`src/pss_pkg.sv`:
```
// Shared constants and helpers for the profiling state save block
package pss_pkg;

    // ************************************************************
    // Save area geometry
    // ************************************************************
    localparam int AREA_SIZE = 128;
    localparam int AREA_OFFSET = 832;
    localparam int FEATURE_BIT = 62;
    localparam int IMG_WORDS = 32;
    localparam int MEM_WORDS = 16;
    localparam int EVENT_COUNT = 6;

    // ************************************************************
    // Register byte offsets, equal to image byte offsets except status at 0x80, which lies past the image
    // ************************************************************
    localparam logic [7:0] OFS_CB_LO = 8'h00;
    localparam logic [7:0] OFS_CB_HI = 8'h04;
    localparam logic [7:0] OFS_FLAGS = 8'h08;
    localparam logic [7:0] OFS_HEAD = 8'h0C;
    localparam logic [7:0] OFS_BASE_LO = 8'h10;
    localparam logic [7:0] OFS_BASE_HI = 8'h14;
    localparam logic [7:0] OFS_SIZE = 8'h18;
    localparam logic [7:0] OFS_FILTER = 8'h1C;
    localparam logic [7:0] OFS_RECORD = 8'h20;
    localparam logic [7:0] OFS_COUNT1 = 8'h40;
    localparam logic [7:0] OFS_COUNT_LAST = 8'h54;
    localparam logic [7:0] OFS_RSVD = 8'h58;
    localparam logic [7:0] OFS_STATUS = 8'h80;

    // ************************************************************
    // Field layouts and reset values
    // ************************************************************
    localparam logic [31:0] FLAGS_MASK = 32'h0000007E;
    localparam int FLAG_EVENT1_POS = 1;
    localparam logic [31:0] SIZE_MASK = 32'h0FFFFFFF;
    localparam logic [31:0] FULL_MASK = 32'hFFFFFFFF;
    localparam logic [31:0] ZERO_WORD = 32'h00000000;
    localparam int EVENT_ID_POS = 0;
    localparam int EVENT_ID_W = 8;
    localparam int STATUS_BUSY_POS = 0;
    localparam int STATUS_HDR_POS = 1;

    // Writable bits of one 32-bit image word
    function automatic logic [31:0] pss_word_mask(input logic [4:0] idx);
        logic [7:0] ofs;
        ofs = {1'b0, idx, 2'b00};
        if (ofs == OFS_FLAGS)
            return FLAGS_MASK;
        else if (ofs == OFS_SIZE)
            return SIZE_MASK;
        else if (ofs >= OFS_RSVD)
            return ZERO_WORD;
        else
            return FULL_MASK;
    endfunction

endpackage

```
`src/pss_save_word.sv`:
```
// Picks one 64-bit save word out of the flattened image
`timescale 1ns/10ps
module pss_save_word
    import pss_pkg::*;
#(
    parameter int WORDS = MEM_WORDS
)
(
    input wire logic [WORDS*64-1:0] image_flat_i,
    input wire logic [$clog2(WORDS)-1:0] index_i,
    output logic [63:0] word_o
);

    // Fewer than two words leaves the index with no bits
    if (WORDS < 2)
    begin : g_bad_words
        $error("pss_save_word needs at least two words");
    end

    // Lower address word lands in the low half
    always_comb
    begin
        word_o = image_flat_i[index_i*64 +: 64];
    end

endmodule

```
`src/pss_save_area.sv`:
```
// Profiling state save area: internal state image, save sequencer, default restore
//
// Function
// - Bit 62 of feature control gates save
// - Component is 128 bytes at 832
// - Bytes 7-0 hold control block address
// - Flag bit 1 marks event 1 active
// - Bits 6:2 flag events 2-6; rest reserved
// - Head offset at 15-12, base 23-16
// - Size in bits 27:0, top reserved
// - Filters held in bytes 31-28
// - Pending record 63-32, zero id none
// - Event counters in bytes 87-64
// - Bytes 127-88 reserved, no state
// - Zero pointer: no write, header bit clear
// - Enabled: copy unchanged, header bit set
// - Missing component on restore clears pointer
//
// Chosen here: the plain strobed port and the register offsets.
`timescale 1ns/10ps
module pss_save_area
    import pss_pkg::*;
(
    input wire logic clock_i,
    input wire logic reset_i,
    input wire logic [7:0] reg_addr_i,
    input wire logic [31:0] reg_wdata_i,
    input wire logic reg_write_i,
    input wire logic reg_read_i,
    output logic [31:0] reg_rdata_o,
    input wire logic [63:0] feature_enable_control_i,
    input wire logic [63:0] request_mask_i,
    input wire logic [63:0] area_base_i,
    input wire logic save_req_i,
    input wire logic restore_req_i,
    input wire logic restore_hdr_bit_i,
    input wire logic restore_load_i,
    input wire logic [3:0] restore_index_i,
    input wire logic [63:0] restore_data_i,
    output logic mem_wr_valid_o,
    input wire logic mem_wr_ready_i,
    output logic [63:0] mem_wr_addr_o,
    output logic [63:0] mem_wr_data_o,
    output logic hdr_upd_o,
    output logic hdr_bit_o,
    output logic save_done_o,
    output logic busy_o,
    output logic [15:0] area_size_o,
    output logic [15:0] area_offset_o,
    output logic profiling_enabled_o,
    output logic [EVENT_COUNT-1:0] event_active_o,
    output logic record_pending_o
);

    // ************************************************************
    // Elaboration checks
    // ************************************************************
    // Picker packs two image words into each save word
    if (IMG_WORDS != 2 * MEM_WORDS)
    begin : g_bad_words
        $error("image and save word counts disagree");
    end
    // Image must cover the whole component, no more
    if (AREA_SIZE != 4 * IMG_WORDS)
    begin : g_bad_size
        $error("component size and image size disagree");
    end

    // ************************************************************
    // State machine and storage
    // ************************************************************
    typedef enum logic [3:0] {
        ST_IDLE = 4'b0001,
        ST_WRITE = 4'b0010,
        ST_HDR = 4'b0100,
        ST_DONE = 4'b1000
    } pss_state_t;

    pss_state_t state;
    logic [31:0] image [0:IMG_WORDS-1];
    logic [MEM_WORDS*64-1:0] image_flat;
    logic [3:0] word_idx;
    logic [3:0] next_word_idx;
    logic [63:0] pick_word;
    logic [63:0] save_base;
    logic hdr_val;
    logic last_hdr;
    logic save_allowed;
    logic restore_default;
    logic cb_zero;
    logic accepted;

    assign save_allowed = feature_enable_control_i[FEATURE_BIT] & request_mask_i[FEATURE_BIT];
    assign restore_default = restore_req_i & save_allowed & ~restore_hdr_bit_i;
    assign cb_zero = (image[OFS_CB_LO[6:2]] == ZERO_WORD) && (image[OFS_CB_HI[6:2]] == ZERO_WORD);
    assign accepted = mem_wr_valid_o & mem_wr_ready_i;

    always_comb
    begin
        for (int i = 0; i < IMG_WORDS; i++)
            image_flat[i*32 +: 32] = image[i];
    end

    pss_save_word #(
        .WORDS(MEM_WORDS)
    ) u_pick (
        .image_flat_i(image_flat),
        .index_i(next_word_idx),
        .word_o(pick_word)
    );

    always_comb
    begin
        next_word_idx = word_idx;
        if (state == ST_WRITE && accepted)
            next_word_idx = word_idx + 4'h1;
    end

    // ************************************************************
    // Image storage
    // ************************************************************
    // Default restore wins over software and loads in the same cycle
    always_ff @(posedge clock_i)
    begin
        if (reset_i || restore_default)
        begin
            for (int i = 0; i < IMG_WORDS; i++)
                image[i] <= ZERO_WORD;
        end
        else if (restore_load_i && save_allowed)
        begin
            image[{restore_index_i, 1'b0}] <= restore_data_i[31:0] & pss_word_mask({restore_index_i, 1'b0});
            image[{restore_index_i, 1'b1}] <= restore_data_i[63:32] & pss_word_mask({restore_index_i, 1'b1});
        end
        else if (reg_write_i && reg_addr_i < OFS_STATUS)
        begin
            image[reg_addr_i[6:2]] <= reg_wdata_i & pss_word_mask(reg_addr_i[6:2]);
        end
    end

    // ************************************************************
    // Register read port
    // ************************************************************
    always_ff @(posedge clock_i)
    begin
        if (reset_i)
            reg_rdata_o <= ZERO_WORD;
        else if (reg_read_i)
        begin
            if (reg_addr_i < OFS_STATUS)
                reg_rdata_o <= image[reg_addr_i[6:2]];
            else if (reg_addr_i == OFS_STATUS)
            begin
                reg_rdata_o <= ZERO_WORD;
                reg_rdata_o[STATUS_BUSY_POS] <= (state != ST_IDLE);
                reg_rdata_o[STATUS_HDR_POS] <= last_hdr;
            end
            else
                reg_rdata_o <= ZERO_WORD;
        end
        else
            reg_rdata_o <= ZERO_WORD;
    end

    // ************************************************************
    // Save sequencer
    // ************************************************************
    // Register writes during a save land in later words; software should wait for idle
    always_ff @(posedge clock_i)
    begin
        if (reset_i)
        begin
            state <= ST_IDLE;
            word_idx <= 4'h0;
            hdr_val <= 1'b0;
            save_base <= 64'h0000000000000000;
        end
        else
        begin
            case (state)
                ST_IDLE:
                begin
                    word_idx <= 4'h0;
                    if (save_req_i)
                    begin
                        save_base <= area_base_i;
                        if (!save_allowed)
                            state <= ST_DONE;
                        else if (cb_zero)
                        begin
                            hdr_val <= 1'b0;
                            state <= ST_HDR;
                        end
                        else
                        begin
                            hdr_val <= 1'b1;
                            state <= ST_WRITE;
                        end
                    end
                end
                ST_WRITE:
                begin
                    if (accepted)
                    begin
                        word_idx <= next_word_idx;
                        if (word_idx == 4'(MEM_WORDS - 1))
                            state <= ST_HDR;
                    end
                end
                ST_HDR:
                    state <= ST_IDLE;
                ST_DONE:
                    state <= ST_IDLE;
                default:
                    state <= ST_IDLE;
            endcase
        end
    end

    // ************************************************************
    // Memory write port
    // ************************************************************
    always_ff @(posedge clock_i)
    begin
        if (reset_i)
        begin
            mem_wr_valid_o <= 1'b0;
            mem_wr_addr_o <= 64'h0000000000000000;
            mem_wr_data_o <= 64'h0000000000000000;
        end
        else if (state == ST_WRITE)
        begin
            if (!mem_wr_valid_o || accepted)
            begin
                if (accepted && word_idx == 4'(MEM_WORDS - 1))
                    mem_wr_valid_o <= 1'b0;
                else
                begin
                    mem_wr_valid_o <= 1'b1;
                    mem_wr_addr_o <= save_base + 64'(AREA_OFFSET) + {57'h0, next_word_idx, 3'b000};
                    mem_wr_data_o <= pick_word;
                end
            end
        end
        else
            mem_wr_valid_o <= 1'b0;
    end

    // ************************************************************
    // Header update and status
    // ************************************************************
    always_ff @(posedge clock_i)
    begin
        if (reset_i)
        begin
            hdr_upd_o <= 1'b0;
            hdr_bit_o <= 1'b0;
            save_done_o <= 1'b0;
            last_hdr <= 1'b0;
        end
        else
        begin
            hdr_upd_o <= (state == ST_HDR);
            save_done_o <= (state == ST_HDR) || (state == ST_DONE);
            if (state == ST_HDR)
            begin
                hdr_bit_o <= hdr_val;
                last_hdr <= hdr_val;
            end
        end
    end

    always_ff @(posedge clock_i)
    begin
        if (reset_i)
        begin
            busy_o <= 1'b0;
            area_size_o <= 16'h0000;
            area_offset_o <= 16'h0000;
            profiling_enabled_o <= 1'b0;
            event_active_o <= '0;
            record_pending_o <= 1'b0;
        end
        else
        begin
            busy_o <= (state != ST_IDLE) || save_req_i;
            area_size_o <= 16'(AREA_SIZE);
            area_offset_o <= 16'(AREA_OFFSET);
            profiling_enabled_o <= ~cb_zero;
            event_active_o <= image[OFS_FLAGS[6:2]][FLAG_EVENT1_POS +: EVENT_COUNT];
            record_pending_o <= (image[OFS_RECORD[6:2]][EVENT_ID_POS +: EVENT_ID_W] != 8'h00);
        end
    end

endmodule

```
`config.mk`:
```
export PLATFORM = sky130hd
export DESIGN_NAME = pss_save_area
export DESIGN_NICKNAME = d
export VERILOG_FILES = /design/src/pss_pkg.sv /design/src/pss_save_word.sv /design/src/pss_save_area.sv
export SDC_FILE = /design/constraint.sdc
export NUM_CORES = 2
export LEC_CHECK = 0
export ABC_AREA = 1
export BUFFER_PORTS_ARGS = -buffer_cell sky130_fd_sc_hd__buf_2
export CELL_PAD_IN_SITES_DETAIL_PLACEMENT = 0
export CELL_PAD_IN_SITES_GLOBAL_PLACEMENT = 1
export CORE_UTILIZATION = 40
export DETAILED_ROUTE_END_ITERATION = 8
export PLACE_DENSITY_LB_ADDON = 0.1
export SYNTH_ARGS = -nofsm -noshare
export SYNTH_HDL_FRONTEND = slang
export SYNTH_SLANG_ARGS = --single-unit
export TNS_END_PERCENT = 10
```
`constraint.sdc`:
```
create_clock -name clock_i -period 4.1 [get_ports clock_i]
set_input_delay 0.41 -clock clock_i [delete_from_list [all_inputs] [get_ports clock_i]]
set_output_delay 0.41 -clock clock_i [all_outputs]
set_load 0.005 [all_outputs]
```
==> metrics <==
status=completed; post-layout minimum cycle time=3.75 ns; Crit path largest cell delay=0.72 ns; leakage power=34.5 nW; CP cell instances=nand2_1 -> inv_1 -> nand3_4 -> nand2_8 -> buf_12 -> buf_12 -> nand3_1 -> nand3_1 -> nand3_1 -> nand3_1 -> nand3_1 -> nand2_1 -> inv_1; DRT iter0 DRCs=10,109; Max-Cap Viols=0; number of global-route vias before repair=about 60,000; Design Area, Final=between 0.08 and 0.09 mm2; final count of pins violating max slew=0; data arrival time of the critical path=between 4 and 5 ns; clock root buffer=clkbuf_16; RePlAce Congestion=0.959; top cells by area, synth=edfxtp_1 (45%), nand3_1 (12%), o22ai_1 (10%); die area=0.173 mm2; clk_lat worst skew=0.83 ns; All-Layer GR Usage=0.369; Layout Cells excl Fill=10,971; clock skew=0.0220 ns; global-route wire length before repair=456,000 um; Inserted Clock Buffers=152; chip width=416 um; placed insts=10,610; Setup crit start kind=register; Max IR drop VDD=between 300 and 400 uV; num rows=between 150 and 200; Fmax=267 MHz; Max FO, Critical Path=190; maximum number of pins on one net before global-route repair=191; nets=between 8,000 and 9,000; most frequent cells in the layout=nand3_1 (1,642), inv_1 (1,303), o22ai_1 (1,123), edfxtp_1 (1,024), nand2_1 (949); Total Neg Setup Slack=0 ns; most used cell, CP=nand3_1; mean post-synth cell area=8.51 um2; register area=0.0357 mm2; Worst-path clk slew=~0.06 ns; Tcrit/Tclk final=0.915; Slew @ Worst Pin=1.29 ns; Via Count=about 66,000; most area-hungry cell type in the Yosys netlist=edfxtp_1; Post-DRT Antenna Nets=0; initial antenna violation count=10; area taken by multi-input logic gates=about 0.026 mm2; Seq/Total Area, Yosys=0.520; slowest CP cell=buf_12; commonest non-fill, non-tap cell in the layout=nand3_1; drt wl/cell=between 20 and 30 um; post-synthesis cell area=between 0.06 and 0.07 mm2; starting density of the core=0.404; placed wire-length estimate=214,000 um; PortBufs=around 360; Critical Path Sink Type=register; Slew HR=0.138; Post-DP Area=0.0749 mm2; Final Hold Viols=0; Max clock buf depth=3; RSZ-0062 raised after global routing=false; Power Density=approximately 400 mW/mm2; DIE HEIGHT=416 um; H-tree Lvls=4; CP required=4.82 ns; Syn Inst Count=roughly 8,100; Yosys Warn Count=0; Hold Crit Class=in -> reg; DRC violations left=0; Area Growth Syn to Fin=17.6%; Netlist cell types=50; grt ovf=0; I/O pin total=514; Detailed Routing Iterations Pass 1=6; Setup Crit Path Kind=reg -> reg; Layout fillers=16,594; number of synthesized register bits=1,271; hold slack=roughly 0.08 ns; TritonCTS clock tree=yes; Core Region=~0.17 mm2; layout cells sized above 1=0.117; fin util=0.475; final count of negative-setup-slack endpoints=0; clk sinks=1,271; Post-Route WL=329,000 um; post-DR vias/cell=~6; top cell type's share of synthesized area=0.448
[stage by stage]
| stage | power (W) | setup slack, ns |
|---|---|---|
| 3_5_place_dp | 0.0193 | 0.269 |
| 3_3_place_gp | 0.0193 | 0.217 |
| 6_report | 0.0332 | 0.349 |
| 4_1_cts | 0.0331 | 0.402 |
| 2_1_floorplan | 0.0174 | 0.118 |
| 5_1_grt | 0.0340 | 0.117 |
[synthesized netlist by cell type, drive strengths merged]
| master | n |
|---|---|
| o21ba | 13 |
| nand3 | 1663 |
| clkinv | 2 |
| fa | 1 |
| nand4 | 88 |
| nand2 | 980 |
| or2 | 4 |
| dfxtp | 247 |
| o2111ai | 1 |
| o221ai | 1 |
| ha | 12 |
| buf | 453 |
| and2 | 1 |
| a21oi | 91 |
| and3 | 3 |
| a31oi | 3 |
| o22ai | 1123 |
| edfxtp | 1024 |
| nand3b | 4 |
| nor4 | 12 |
| xnor2 | 3 |
| o211ai | 27 |
| xor2 | 16 |
| nor3 | 51 |
| o21a | 83 |
| clkbuf | 271 |
| o21bai | 6 |
| o21ai | 417 |
| o31ai | 2 |
| a221oi | 1 |
| nor2 | 138 |
| nor3b | 1 |
| inv | 1318 |
| conb | 1 |
[what timing repair did]
action	CTS	global route
resized for setup	0	0
endpoints found under the hold margin	71	0
hold buffers	72	0
setup buffers	0	0
[cell type report]
cell class | count | share of cell area
inverter | 1320 | 0.0617
timing repair buffer | 750 | 0.0714
clock inverter | 62 | 0.00712
clock buffer | 222 | 0.0553
sequential | 1271 | 0.442
antenna | 5 | 0.000155
tap | 2218 | 0.0344
multi-input combinational | 5123 | 0.327
[flip-flops by register name, indices dropped and copies added, names as in the netlist]
| name | flops |
|---|---|
| state | 4 |
| reg_rdata_o | 32 |
| hdr_val | 1 |
| mem_wr_addr_o | 64 |
| save_base | 64 |
| busy_o | 1 |
| hdr_upd_o | 1 |
| last_hdr | 1 |
| profiling_enabled_o | 1 |
| image | 1024 |
| mem_wr_data_o | 64 |
| mem_wr_valid_o | 1 |
| event_active_o | 6 |
| record_pending_o | 1 |
| save_done_o | 1 |
| word_idx | 4 |
| area_offset_o | 1 |
[layer usage]
layer  up-vias  global-route usage  wire, um
met4         6               0.166     16500
met5         -                   0        38
met1     31875               0.501    131000
met2      4467               0.523    135000
met3       741               0.130     45900
li1      29126                   -         -
[final timing paths]
path,startpoint,depth (start not counted),slack (ns),end
worst max register to register,mem_wr_valid_o$_SDFFE_PP0P_,13,0.35,mem_wr_data_o[50]$_SDFFE_PP0P_
worst min-delay path,save_req_i,3,0.08,save_base[2]$_SDFFE_PP0P_
worst min register to register,save_base[1]$_SDFFE_PP0P_,2,0.46,save_base[1]$_SDFFE_PP0P_
worst max-delay path,mem_wr_valid_o$_SDFFE_PP0P_,13,0.35,mem_wr_data_o[50]$_SDFFE_PP0P_
[cells by family (layout without fill, tap and decap cells)]
logic type                 after synthesis  after routing  synth area share
AOI/OAI and AO/OA                     1768           1768             0.155
xor gates and xnor gates                19             19           0.00254
adders and majority gates               13             13           0.00248
buffers and inverters                 2044           2354             0.121
DFF                                   1271           1271             0.520
other                                    1            383         0.0000547
and+or+nand+nor                       2945           2945             0.198
[worst max-delay path, delay by kind of cell, from the launching register on]
family | cells | cell delay [ns]
AND/OR/NAND/NOR | 9 | 1.56
buffers and inverters | 4 | 1.36
flip-flops | 1 | 0.38
[power by group]
group / leakage, nW / switching [W] / internal (W)
logic: 20.0 / 0.00296 / 0.00107
registers: 12.0 / 0.000359 / 0.0149
clock network: 2.47 / 0.00580 / 0.00811
Power figures use the tool's default switching activity.
